==> src/pkg/isa_defines.vh <==
`ifndef ISA_DEFINES_VH
`define ISA_DEFINES_VH

// Two-wire mode codes of the mode select field
`define ISA_MODE_SLV7 4'h6
`define ISA_MODE_SLV10 4'h7
`define ISA_MODE_MST_IDLE 4'hb
`define ISA_MODE_SLV7_SS 4'he
`define ISA_MODE_SLV10_SS 4'hf

// Top five bits of a 10-bit first address byte
`define ISA_HI10_PATTERN 5'h1e

// Control register bit positions
`define ISA_CTL_OVERFLOW 6
`define ISA_CTL_ENABLE 5
`define ISA_CTL_RELEASE 4

// Status register bit positions
`define ISA_ST_DATA 5
`define ISA_ST_STOP 4
`define ISA_ST_START 3
`define ISA_ST_RW 2
`define ISA_ST_UA 1
`define ISA_ST_BF 0

// Bit count of a byte plus its acknowledge slot
`define ISA_BYTE_BITS 4'h8
`define ISA_ACK_BIT 4'h9

`endif

==> src/core/isa_bus_cond.v <==
`timescale 1ns/10ps
`default_nettype none

module isa_bus_cond (
  input wire clock,
  input wire reset_n,
  input wire scl_s,
  input wire sda_s,
  output wire scl_rise,
  output wire scl_fall,
  output wire start_det,
  output wire stop_det
);

  reg scl_q;
  reg sda_q;

  // One-cycle history of the already synchronised lines
  always @(posedge clock or negedge reset_n) begin
    if (!reset_n) begin
      scl_q <= 1'b1;
      sda_q <= 1'b1;
    end else begin
      scl_q <= scl_s;
      sda_q <= sda_s;
    end
  end

  // Data moving while clock stays high marks start or stop
  assign scl_rise = scl_s & ~scl_q;
  assign scl_fall = ~scl_s & scl_q;
  assign start_det = scl_s & scl_q & sda_q & ~sda_s;
  assign stop_det = scl_s & scl_q & ~sda_q & sda_s;

endmodule

`default_nettype wire

==> src/core/isa_engine.v <==
`timescale 1ns/10ps
`default_nettype none
`include "isa_defines.vh"

module isa_engine (
  input wire clock,
  input wire reset_n,
  input wire port_enable,
  input wire [3:0] mode_select_field,
  input wire [1:0] port_c_direction,
  input wire addr_wr,
  input wire [7:0] addr_wdata,
  input wire buf_rd,
  input wire buf_wr,
  input wire [7:0] buf_wdata,
  input wire overflow_clr,
  input wire interrupt_clr,
  input wire clock_release_set,
  input wire scl_in,
  output wire scl_out,
  output wire scl_oe_n,
  input wire sda_in,
  output wire sda_out,
  output wire sda_oe_n,
  output reg [7:0] rx_tx_buffer,
  output reg [7:0] slave_address_reg,
  output reg buffer_full_flag,
  output reg receive_overflow_flag,
  output reg update_address_flag,
  output reg port_interrupt_flag,
  output wire [7:0] port_status_reg,
  output wire [7:0] port_control_reg
);

  localparam ST_IDLE = 3'd0;
  localparam ST_ADDR = 3'd1;
  localparam ST_ADDR_LO = 3'd2;
  localparam ST_RX = 3'd3;
  localparam ST_TX = 3'd4;
  // Mode decoding is needed in several places
  function is_slave;
    input [3:0] m;
    begin
      is_slave = (m == `ISA_MODE_SLV7) || (m == `ISA_MODE_SLV10) ||
                 (m == `ISA_MODE_SLV7_SS) || (m == `ISA_MODE_SLV10_SS);
    end
  endfunction
  function is_ten_bit;
    input [3:0] m;
    begin
      is_ten_bit = (m == `ISA_MODE_SLV10) || (m == `ISA_MODE_SLV10_SS);
    end
  endfunction
  function has_ss_int;
    input [3:0] m;
    begin
      has_ss_int = (m == `ISA_MODE_SLV7_SS) || (m == `ISA_MODE_SLV10_SS) ||
                   (m == `ISA_MODE_MST_IDLE);
    end
  endfunction
  wire scl_s;
  wire sda_s;
  wire scl_rise;
  wire scl_fall;
  wire start_det;
  wire stop_det;
  reg [2:0] state;
  reg [3:0] bit_count;
  reg [7:0] serial_shift_reg;
  reg [7:0] tx_shift;
  reg ack_drive;
  reg pend_hit;
  reg scl_hold;
  reg hi_seen;
  reg tx_active;
  reg tx_nack;
  reg rw_status;
  reg data_status;
  reg start_seen;
  reg stop_seen;
  wire two_wire_mode = is_slave(mode_select_field) || (mode_select_field == `ISA_MODE_MST_IDLE);
  wire port_active = port_enable && two_wire_mode;
  wire slave_on = port_active && is_slave(mode_select_field);
  wire ten_bit = is_ten_bit(mode_select_field);
  wire pins_owned = port_active && (port_c_direction == 2'b11);
  // Lines are resynchronised so every flag moves on the system clock
  isa_sync2 #(
    .WIDTH(2)
  ) u_sync (
    .clock(clock),
    .reset_n(reset_n),
    .d_in({scl_in, sda_in}),
    .q_out({scl_s, sda_s})
  );
  isa_bus_cond u_cond (
    .clock(clock),
    .reset_n(reset_n),
    .scl_s(scl_s),
    .sda_s(sda_s),
    .scl_rise(scl_rise),
    .scl_fall(scl_fall),
    .start_det(start_det),
    .stop_det(stop_det)
  );

  // Address compare: 7-bit uses bits 7..1, 10-bit also checks the prefix
  wire hi_prefix = (serial_shift_reg[7:3] == `ISA_HI10_PATTERN);
  wire addr_hit = (serial_shift_reg[7:1] == slave_address_reg[7:1]) && (!ten_bit || hi_prefix);
  wire lo_hit = (serial_shift_reg == slave_address_reg);
  wire rx_state = (state == ST_ADDR) || (state == ST_ADDR_LO) || (state == ST_RX);
  wire eighth_fall = scl_fall && (bit_count == `ISA_BYTE_BITS);
  wire ninth_fall = scl_fall && (bit_count == `ISA_ACK_BIT);

  // Main sequencer; clears are written before sets so a set in the same cycle wins
  always @(posedge clock or negedge reset_n) begin
    if (!reset_n) begin
      state <= ST_IDLE;
      bit_count <= 4'h0;
      serial_shift_reg <= 8'h00;
      tx_shift <= 8'h00;
      ack_drive <= 1'b0;
      pend_hit <= 1'b0;
      scl_hold <= 1'b0;
      hi_seen <= 1'b0;
      tx_active <= 1'b0;
      tx_nack <= 1'b1;
      rw_status <= 1'b0;
      data_status <= 1'b0;
      start_seen <= 1'b0;
      stop_seen <= 1'b0;
      rx_tx_buffer <= 8'h00;
      slave_address_reg <= 8'h00;
      buffer_full_flag <= 1'b0;
      receive_overflow_flag <= 1'b0;
      update_address_flag <= 1'b0;
      port_interrupt_flag <= 1'b0;
    end else begin
      // Firmware side accesses
      if (buf_rd) begin
        buffer_full_flag <= 1'b0;
      end
      if (overflow_clr) begin
        receive_overflow_flag <= 1'b0;
      end
      if (interrupt_clr) begin
        port_interrupt_flag <= 1'b0;
      end
      if (addr_wr) begin
        slave_address_reg <= addr_wdata;
        if (update_address_flag) begin
          update_address_flag <= 1'b0;
          scl_hold <= 1'b0;
        end
      end
      if (clock_release_set) begin
        scl_hold <= 1'b0;
      end
      // A buffer write also loads the outgoing shifter
      if (buf_wr) begin
        rx_tx_buffer <= buf_wdata;
        tx_shift <= buf_wdata;
      end

      if (!port_active) begin
        // Disabled port: sequencer idle, bus released, start/stop status cleared
        state <= ST_IDLE;
        bit_count <= 4'h0;
        ack_drive <= 1'b0;
        scl_hold <= 1'b0;
        hi_seen <= 1'b0;
        tx_active <= 1'b0;
        start_seen <= 1'b0;
        stop_seen <= 1'b0;
      end else if (start_det) begin
        start_seen <= 1'b1;
        stop_seen <= 1'b0;
        if (has_ss_int(mode_select_field)) begin
          port_interrupt_flag <= 1'b1;
        end
        if (slave_on) begin
          state <= ST_ADDR;
        end
        bit_count <= 4'h0;
        ack_drive <= 1'b0;
        tx_active <= 1'b0;
      end else if (stop_det) begin
        stop_seen <= 1'b1;
        start_seen <= 1'b0;
        if (has_ss_int(mode_select_field)) begin
          port_interrupt_flag <= 1'b1;
        end
        state <= ST_IDLE;
        bit_count <= 4'h0;
        ack_drive <= 1'b0;
        tx_active <= 1'b0;
        hi_seen <= 1'b0;
      end else begin
        // Bit counting and sampling on rising clock
        if (scl_rise && (state != ST_IDLE) && (bit_count != `ISA_ACK_BIT)) begin
          bit_count <= bit_count + 4'h1;
          if (rx_state && (bit_count != `ISA_BYTE_BITS)) begin
            serial_shift_reg <= {serial_shift_reg[6:0], sda_s};
          end
          if ((state == ST_TX) && (bit_count == `ISA_BYTE_BITS)) begin
            tx_nack <= sda_s; // Master answer on the ninth rise
          end
        end

        // Eighth fall: decide whether the byte is ours and whether to acknowledge
        if (eighth_fall && rx_state) begin
          case (state)
            ST_ADDR: pend_hit <= addr_hit;
            ST_ADDR_LO: pend_hit <= lo_hit;
            default: pend_hit <= 1'b1;
          endcase
          case (state)
            ST_ADDR: ack_drive <= addr_hit && !buffer_full_flag && !receive_overflow_flag;
            ST_ADDR_LO: ack_drive <= lo_hit && !buffer_full_flag && !receive_overflow_flag;
            default: ack_drive <= !buffer_full_flag && !receive_overflow_flag;
          endcase
        end

        // Transmit bits change on falling clock; release data for the master answer
        if ((state == ST_TX) && scl_fall) begin
          if ((bit_count != 4'h0) && (bit_count < `ISA_BYTE_BITS)) begin
            tx_shift <= {tx_shift[6:0], 1'b0};
          end
          if (bit_count == `ISA_BYTE_BITS) begin
            tx_active <= 1'b0;
          end
        end

        // Ninth fall: commit the received byte
        if (ninth_fall && rx_state) begin
          ack_drive <= 1'b0;
          bit_count <= 4'h0;
          if (pend_hit) begin
            port_interrupt_flag <= 1'b1;
            if (ack_drive) begin
              rx_tx_buffer <= serial_shift_reg;
              buffer_full_flag <= 1'b1;
            end else begin
              receive_overflow_flag <= 1'b1;
            end
          end
          case (state)
            ST_ADDR: begin
              if (!pend_hit || !ack_drive) begin
                state <= ST_IDLE;
              end else begin
                rw_status <= serial_shift_reg[0];
                data_status <= 1'b0;
                if (ten_bit && !serial_shift_reg[0]) begin
                  update_address_flag <= 1'b1;
                  scl_hold <= 1'b1;
                  hi_seen <= 1'b1;
                  state <= ST_ADDR_LO;
                end else if (ten_bit && !hi_seen) begin
                  state <= ST_IDLE; // A 10-bit read needs the write-form sequence first
                end else if (serial_shift_reg[0]) begin
                  scl_hold <= 1'b1;
                  tx_active <= 1'b1;
                  state <= ST_TX;
                end else begin
                  state <= ST_RX;
                end
              end
            end
            ST_ADDR_LO: begin
              if (pend_hit && ack_drive) begin
                update_address_flag <= 1'b1;
                scl_hold <= 1'b1;
                state <= ST_RX;
              end else begin
                hi_seen <= 1'b0;
                state <= ST_IDLE;
              end
            end
            default: begin
              data_status <= 1'b1;
            end
          endcase
        end

        // Ninth fall after a transmitted byte: stop on no-acknowledge, else stretch
        if (ninth_fall && (state == ST_TX)) begin
          bit_count <= 4'h0;
          port_interrupt_flag <= 1'b1;
          if (tx_nack) begin
            state <= ST_IDLE;
            rw_status <= 1'b0;
            data_status <= 1'b0;
          end else begin
            scl_hold <= 1'b1;
            tx_active <= 1'b1;
            data_status <= 1'b1;
          end
        end
      end
    end
  end

  // Pins are open drain: level is always low, the enable decides; active only if both pins are inputs
  wire sda_low = ack_drive || ((state == ST_TX) && tx_active && !tx_shift[7]);
  assign scl_out = 1'b0;
  assign sda_out = 1'b0;
  assign scl_oe_n = !(pins_owned && scl_hold);
  assign sda_oe_n = !(pins_owned && sda_low);

  // Readback images; the shift register deliberately has no path out
  assign port_status_reg = {2'b00, data_status, stop_seen, start_seen, rw_status,
                            update_address_flag, buffer_full_flag};
  assign port_control_reg = {1'b0, receive_overflow_flag, port_enable, !scl_hold, mode_select_field};

endmodule

`default_nettype wire

==> src/core/isa_sync2.v <==
`timescale 1ns/10ps
`default_nettype none

module isa_sync2 #(
  parameter WIDTH = 2
) (
  input wire clock,
  input wire reset_n,
  input wire [WIDTH-1:0] d_in,
  output wire [WIDTH-1:0] q_out
);

  reg [WIDTH-1:0] stage1;
  reg [WIDTH-1:0] stage2;

  // Idle bus lines are high, so both stages reset high to avoid a false start
  always @(posedge clock or negedge reset_n) begin
    if (!reset_n) begin
      stage1 <= {WIDTH{1'b1}};
      stage2 <= {WIDTH{1'b1}};
    end else begin
      stage1 <= d_in;
      stage2 <= stage1;
    end
  end

  assign q_out = stage2;

endmodule

`default_nettype wire

==> config.mk <==
export PLATFORM = sky130hd
export DESIGN_NAME = isa_engine
export DESIGN_NICKNAME = d
export VERILOG_FILES = /design/src/core/isa_bus_cond.v /design/src/core/isa_engine.v /design/src/core/isa_sync2.v
export VERILOG_INCLUDE_DIRS = /design/src /design/src/pkg
export SDC_FILE = /design/constraint.sdc
export NUM_CORES = 1
export LEC_CHECK = 0
export ABC_AREA = 0
export BUFFER_PORTS_ARGS = -buffer_cell sky130_fd_sc_hd__buf_2
export CORE_ASPECT_RATIO = 1.1
export CORE_UTILIZATION = 54
export CTS_CLUSTER_DIAMETER = 50
export DETAILED_ROUTE_END_ITERATION = 8
export GPL_ROUTABILITY_DRIVEN = 0
export PLACE_DENSITY = 0.83
export SETUP_SLACK_MARGIN = 0.2
export SLEW_MARGIN = 30
export SYNTH_ARGS = -nofsm -noshare
export SYNTH_HDL_FRONTEND = slang
export SYNTH_SLANG_ARGS = --single-unit
==> constraint.sdc <==
create_clock -name clock -period 2.68 [get_ports clock]
set_input_delay 0.536 -clock clock [delete_from_list [all_inputs] [get_ports clock]]
set_output_delay 0.536 -clock clock [all_outputs]
set_load 0.01 [all_outputs]
## Word level (Yosys, flattened, before mapping)

Index checks and enable logic that the tools add are counted.

- Flip-flop bits (word level): 59
- Input port bits: 33
- Logic and storage cells: 249
- Output and inout port bits: 40

- Muxes and demuxes: 122
- Reduce and logical (&&, ||, !) cells: 59
- Add/sub/neg operators: 1
- Order comparisons: 1
- Equal/unequal tests: 29
- Bitwise logic cells: 13

Operators with widths:

| cell | number |
|---|---|
| $mux W8 | 13 |
| $mux W1 | 84 |
| $mux W3 | 11 |
| $logic_and A1 B1 Y1 | 27 |
| $mux W4 | 6 |
| $eq A4 B4 Y1 const B | 5 |
| $ne A4 B4 Y1 const B | 4 |
| $logic_or A1 B1 Y1 | 12 |
| $pmux W1 S2 | 6 |
| $reduce_and A6 Y1 | 2 |
| $logic_not A1 Y1 | 11 |
| $reduce_and A5 Y1 | 2 |
| $ne A3 B2 Y1 const B | 3 |
| $eq A4 B3 Y1 const B | 2 |
| $eq A8 B8 Y1 | 1 |
| $and A1 B1 Y1 | 7 |
| $eq A7 B7 Y1 | 1 |
| $eq A3 B2 Y1 const B | 2 |
| $ne A6 B3 Y1 const B | 1 |
| $not A1 Y1 | 6 |
| $pmux W3 S2 | 1 |
| $eq A5 B5 Y1 const B | 1 |
| $ne A5 B3 Y1 const B | 1 |
| $add A4 B1 Y4 const B | 1 |
| other kinds (15) | 15 |

## Logic depth before layout (Yosys ltp)

- Depth after elaboration: 15
- Mapped depth: 9
- Depth with buffers taken out: 7

## By module

From an unflattened synthesis, not the netlist that was laid out.

- Cell total of the unflattened synthesis: 303
- Area total of the unflattened synthesis: 3,141.8 um2

Modules (own cells, without submodules):

| module | area each (um2) | sequential area each (um2) | cells an instance | times used |
|---|---|---|---|---|
| isa_engine | 2,951.6 | 1,327.5 | 293 | 1 |
| isa_sync2 | 105.1 | 105.1 | 4 | 1 |
| isa_bus_cond | 85.1 | 52.6 | 6 | 1 |

## Worst setup path after synthesis

Ideal clock, no wire load.

- Kind: register -> register
- Start point: reg bit_count[0]
- End point: reg serial_shift_reg[0]
- Library setup time: 0.125 ns
- Period minus slack after synthesis: 2.060 ns
- Buffers on the path: 1
- Stages on the path, launching flop included: 7
- Slack: 0.620 ns
- Arrival: 1.935 ns
- Data required time: 2.555 ns
- Cells stage by stage: dfrtp_1 -> ha_1 -> and3b_2 -> buf_2 -> nor4b_4 -> nand4_2 -> mux2_2

- Longest elaborated chain between the ends: 3
- Elaborated cells on any way between the ends: 5
- Classes of those cells: eq/ne: 2; reduce/logical: 3

Ends and longest elaborated chain:

| element | line | RTL |
|---|---|---|
| from (decl) | isa_engine.v:68 | `reg [3:0] bit_count;` |
| from (signal assigned) | isa_engine.v:200 | `bit_count <= bit_count + 4'h1;` |
| $ne A4 B4 Y1 (no line) | - |  |
| $logic_and A1 B1 Y1 (on tied branches) | isa_engine.v:199, isa_engine.v:201 |  |
| $reduce_and A5 Y1 (no line) * | - |  |
| to (signal assigned) | isa_engine.v:202 | `serial_shift_reg <= {serial_shift_reg[6:0], sda_s};` |
| to (decl) | isa_engine.v:69 | `reg [7:0] serial_shift_reg;` |

Mark *: on every way between the ends. The rest lies on a longest branch, timed or not.
A chain may end at the register's enable or synchronous reset.

## Worst setup path after layout

- Start point: reg state[1]
- End point: out sda_oe_n

- Longest elaborated chain between the ends: 6

Ends and longest elaborated chain:

| element | line | RTL |
|---|---|---|
| from (decl) | isa_engine.v:67 | `reg [2:0] state;` |
| from (signal assigned) | isa_engine.v:117 | `state <= ST_IDLE;` |
| from (signal assigned) | isa_engine.v:166 | `state <= ST_IDLE;` |
| from (signal assigned) | isa_engine.v:181 | `state <= ST_ADDR;` |
| $eq A3 B3 Y1 | isa_engine.v:304 | `wire sda_low = ack_drive \|\| ((state == ST_TX) && tx_active && !tx_shift[7]);` |
| $logic_and A1 B1 Y1 (2 in series) | isa_engine.v:304 |  |
| $logic_or A1 B1 Y1 | isa_engine.v:304 |  |
| $logic_and A1 B1 Y1 | isa_engine.v:308 | `assign sda_oe_n = !(pins_owned && sda_low);` |
| $logic_not A1 Y1 | isa_engine.v:308 |  |
| to (decl) | isa_engine.v:24 | `output wire sda_oe_n,` |

No other way between the ends.

==> reports/qor.json <==
{
  "layout": {
    "seq_area_sq_um": 1490,
    "area_used_by_multi_input_combinational_logic_sq_um": 1420,
    "final_net_count": 395,
    "areaGrowthSynthToFinish_pct": 17.7,
    "commonest_non_fill_non_tap_cell_in_the_layout": "buf_2",
    "fill_cells": 432,
    "n_antenna_cell": 0,
    "share_of_cells_above_drive_strength_1": 0.338,
    "mostFrequentLayoutCells": "67 x buf_2, 51 x dfrtp_1, 23 x nor2_1, 19 x a21oi_1, 18 x mux2_2"
  },
  "cts": {
    "cts_root_buf": "clkbuf_8",
    "clock_path_buffers": 2,
    "clock-sinks": 59,
    "cts_max_level": 3,
    "numCtsBuffers": 9,
    "cts_tree": "done",
    "clock_latency_of_the_later_clocked_register_in_the_worst_skew_pair_ns": 0.34,
    "clk_pin_slew_ns": 0.06
  },
  "timing": {
    "finalWorstPathRequiredPeriod_ns": 2.31,
    "setup_total_neg_slack_ns": 0,
    "normalized_max_slew_margin": 0.616,
    "setup_viol": 0,
    "final-hold-violation-count": 0,
    "final_critical_path_setup_slack_ns": 0.373,
    "max_freq_mhz": 433,
    "layout_worst_path_cycle_share": 0.861,
    "clock_skew_ns": 0.00913,
    "finalHoldWorstSlack_ns": 0.188,
    "report.final.slew_viol_count": 0,
    "worst_margin_slew_ns": 0.571,
    "grt_setup_unrepaired": "false"
  },
  "global_routing": {
    "globalRouteMet3Util": 0.0626,
    "grt_busiest_layer": "met2",
    "number_of_global_route_vias_before_repair": 2286,
    "global_routing_usage_on_met1": 0.328,
    "use_met2": 0.373,
    "grt_remaining_overflow": 0,
    "grt_pass1_wl_um": 10800,
    "antenna_found_initial": 0,
    "global_route_total_usage_across_every_layer": 0.243,
    "grt_max_degree": 28
  },
  "setup_path": {
    "worstPathCellList": "or3b_1 > nor3b_1 > o2111ai_1 > buf_2",
    "crit_arrival_ns": 1.77,
    "r2r_start": "bit_count[0]$_DFFE_PN0P_",
    "critical_path.reg2reg.endpoint": "serial_shift_reg[1]$_DFFE_PN0P_",
    "critical_path_peak_fanout": 6,
    "slowest_stage_cell_on_the_critical_path": "or3b_1",
    "ff2ff_path_depth": 5,
    "critPathLaunchType": "flop",
    "cpPeakStageDelay_ns": 0.47,
    "worst_setup_path_end_kind": "output port",
    "cp_num_cells": 4,
    "timing.critical_path.max_delay_family": "simple AND/OR/NAND/NOR gates",
    "start_to_end_type_of_the_worst_setup_path": "reg -> out",
    "crit_buf_inv": 1,
    "setup.reg_to_reg.worst_slack_ns": 0.44,
    "worst_ep_required_time_ns": 2.14
  },
  "die": {
    "die_height_um": 81.5,
    "design.core.area_sq_um": 5470,
    "design.portCount": 73,
    "die_area_sq_um": 6060,
    "total_number_of_placement_rows": 28,
    "chipWidth_um": 74.3,
    "initial_utilization": 0.568
  },
  "detailed_routing": {
    "wirelength_um": 6870,
    "drt-initial-drc-count": 196,
    "drt.antenna.violating_nets": 0,
    "route.vias.total": 2515,
    "drc": 0,
    "drtPass1Iterations": 4,
    "via_density_per_instance": 5.73,
    "wire_per_inst_um": 15.6
  },
  "logic_synthesis": {
    "ys_dominant_reg_cell": "dfrtp_1",
    "ys_seq_elements": 59,
    "postSynthAreaPerCell_sq_um": 10.4,
    "post_synthesis_cell_area_sq_um": 3110,
    "async_sr_flop_fraction": 1.00,
    "synth_warnings": 0,
    "synth_cells": 298,
    "yosysUniqueCellTypes": 56,
    "synth_seq_area_share": 0.478,
    "synth-edff-count": 0
  },
  "placed_design": {
    "placement.setup.worst_slack_ns": 0.457,
    "port_buf_inserts": 67,
    "dpl_hpwl_um": 4930
  },
  "pwr": {
    "irDropWorstVdd_mv": 0.465,
    "total_power_mw": 2.07,
    "power.static_leakage_nw": 1.69,
    "pwr_cell_area_nw_per_um2": 565
  },
  "run_status": {
    "status": "finished clean"
  },
  "hold_path": {
    "timing.hold.worst.class": "in -> async"
  },
  "job": {
    "maxCapViolCount": 0
  }
}
[logic make-up (layout without fill, tap and decap cells)]
logic type | after synthesis | count (layout) | share of synthesized area
multiplexers | 35 | 35 | 0.120
flip-flops | 59 | 59 | 0.478
AO/OA/AOI/OAI | 67 | 67 | 0.136
buffers and inverters | 39 | 101 | 0.0697
XOR/XNOR | 12 | 12 | 0.0338
adder cells (fa/ha/maj) | 3 | 3 | 0.0121
AND/OR/NAND/NOR | 82 | 82 | 0.149
other | 1 | 5 | 0.00121
[routing by layer]
metal | routed length (um) | vias up
met3 | 405 | 13
met2 | 3330 | 97
met5 | 0 | -
li1 | - | 1178
met4 | 119 | 0
met1 | 3010 | 1227
[synth_stat cells (4+ instances only)]
cell,instances,area share
nor4_1,5,0.010
o2111ai_1,4,0.011
clkbuf_1,5,0.0060
buf_2,5,0.0081
a21oi_1,19,0.031
nand2_1,17,0.021
dfrtp_1,52,0.42
dfstp_2,7,0.059
inv_1,11,0.013
buf_4,17,0.041
mux2_2,18,0.065
nor2_1,23,0.028
nand3_1,9,0.015
o21ai_0,16,0.026
xnor2_1,9,0.025
nor3_1,4,0.0064
a31oi_1,6,0.012
mux2i_1,17,0.055
[metrics by stage]
stage,instance area [sq um],std cells,utilization
5_1_grt,3650,439,0.669
3_5_place_dp,3400,420,0.623
3_3_place_gp,3400,420,0.623
6_report,3650,439,0.669
2_1_floorplan,3120,302,-
4_1_cts,3630,436,0.664
[area by class of cell]
cell class,count,share of cell area
Sequential cell,59,0.407
Timing Repair Buffer,74,0.106
Clock inverter,6,0.0243
Multi-Input combinational cell,204,0.388
Tap cell,75,0.0257
Inverter,11,0.0113
Clock buffer,10,0.0377
[worst max-delay path by stage]
stage | from | end | slack, ns
floorplan | bit_count[0]$_DFFE_PN0P_ | serial_shift_reg[0]$_DFFE_PN0P_ | 0.62
global placement | bit_count[0]$_DFFE_PN0P_ | serial_shift_reg[0]$_DFFE_PN0P_ | 0.55
detailed placement | bit_count[0]$_DFFE_PN0P_ | serial_shift_reg[1]$_DFFE_PN0P_ | 0.46
CTS | state[2]$_DFFE_PN0P_ | sda_oe_n | 0.20
global route | state[1]$_DFFE_PN0P_ | sda_oe_n | 0.25
finish | state[1]$_DFFE_PN0P_ | sda_oe_n | 0.37
[timing repair]
item                                    CTS  global route
endpoints found under the setup margin    0             1
setup buffers                             0             3
hold buffers                              0             0
resized for setup                         0             1
[worst register-to-register path, stage by stage (launching register included)]
cell     delay [ns]
dfrtp_1        0.43
ha_1           0.26
and3b_2        0.28
nor4b_4        0.46
nand4_2        0.33
mux2_2         0.37
[report_power, final]
| group | internal [mW] | switching, mW |
|---|---|---|
| combinational | 0.0842 | 0.103 |
| sequential | 0.936 | 0.0311 |
| clock | 0.548 | 0.364 |
Note: power is estimated with default switching activity, not from simulation.
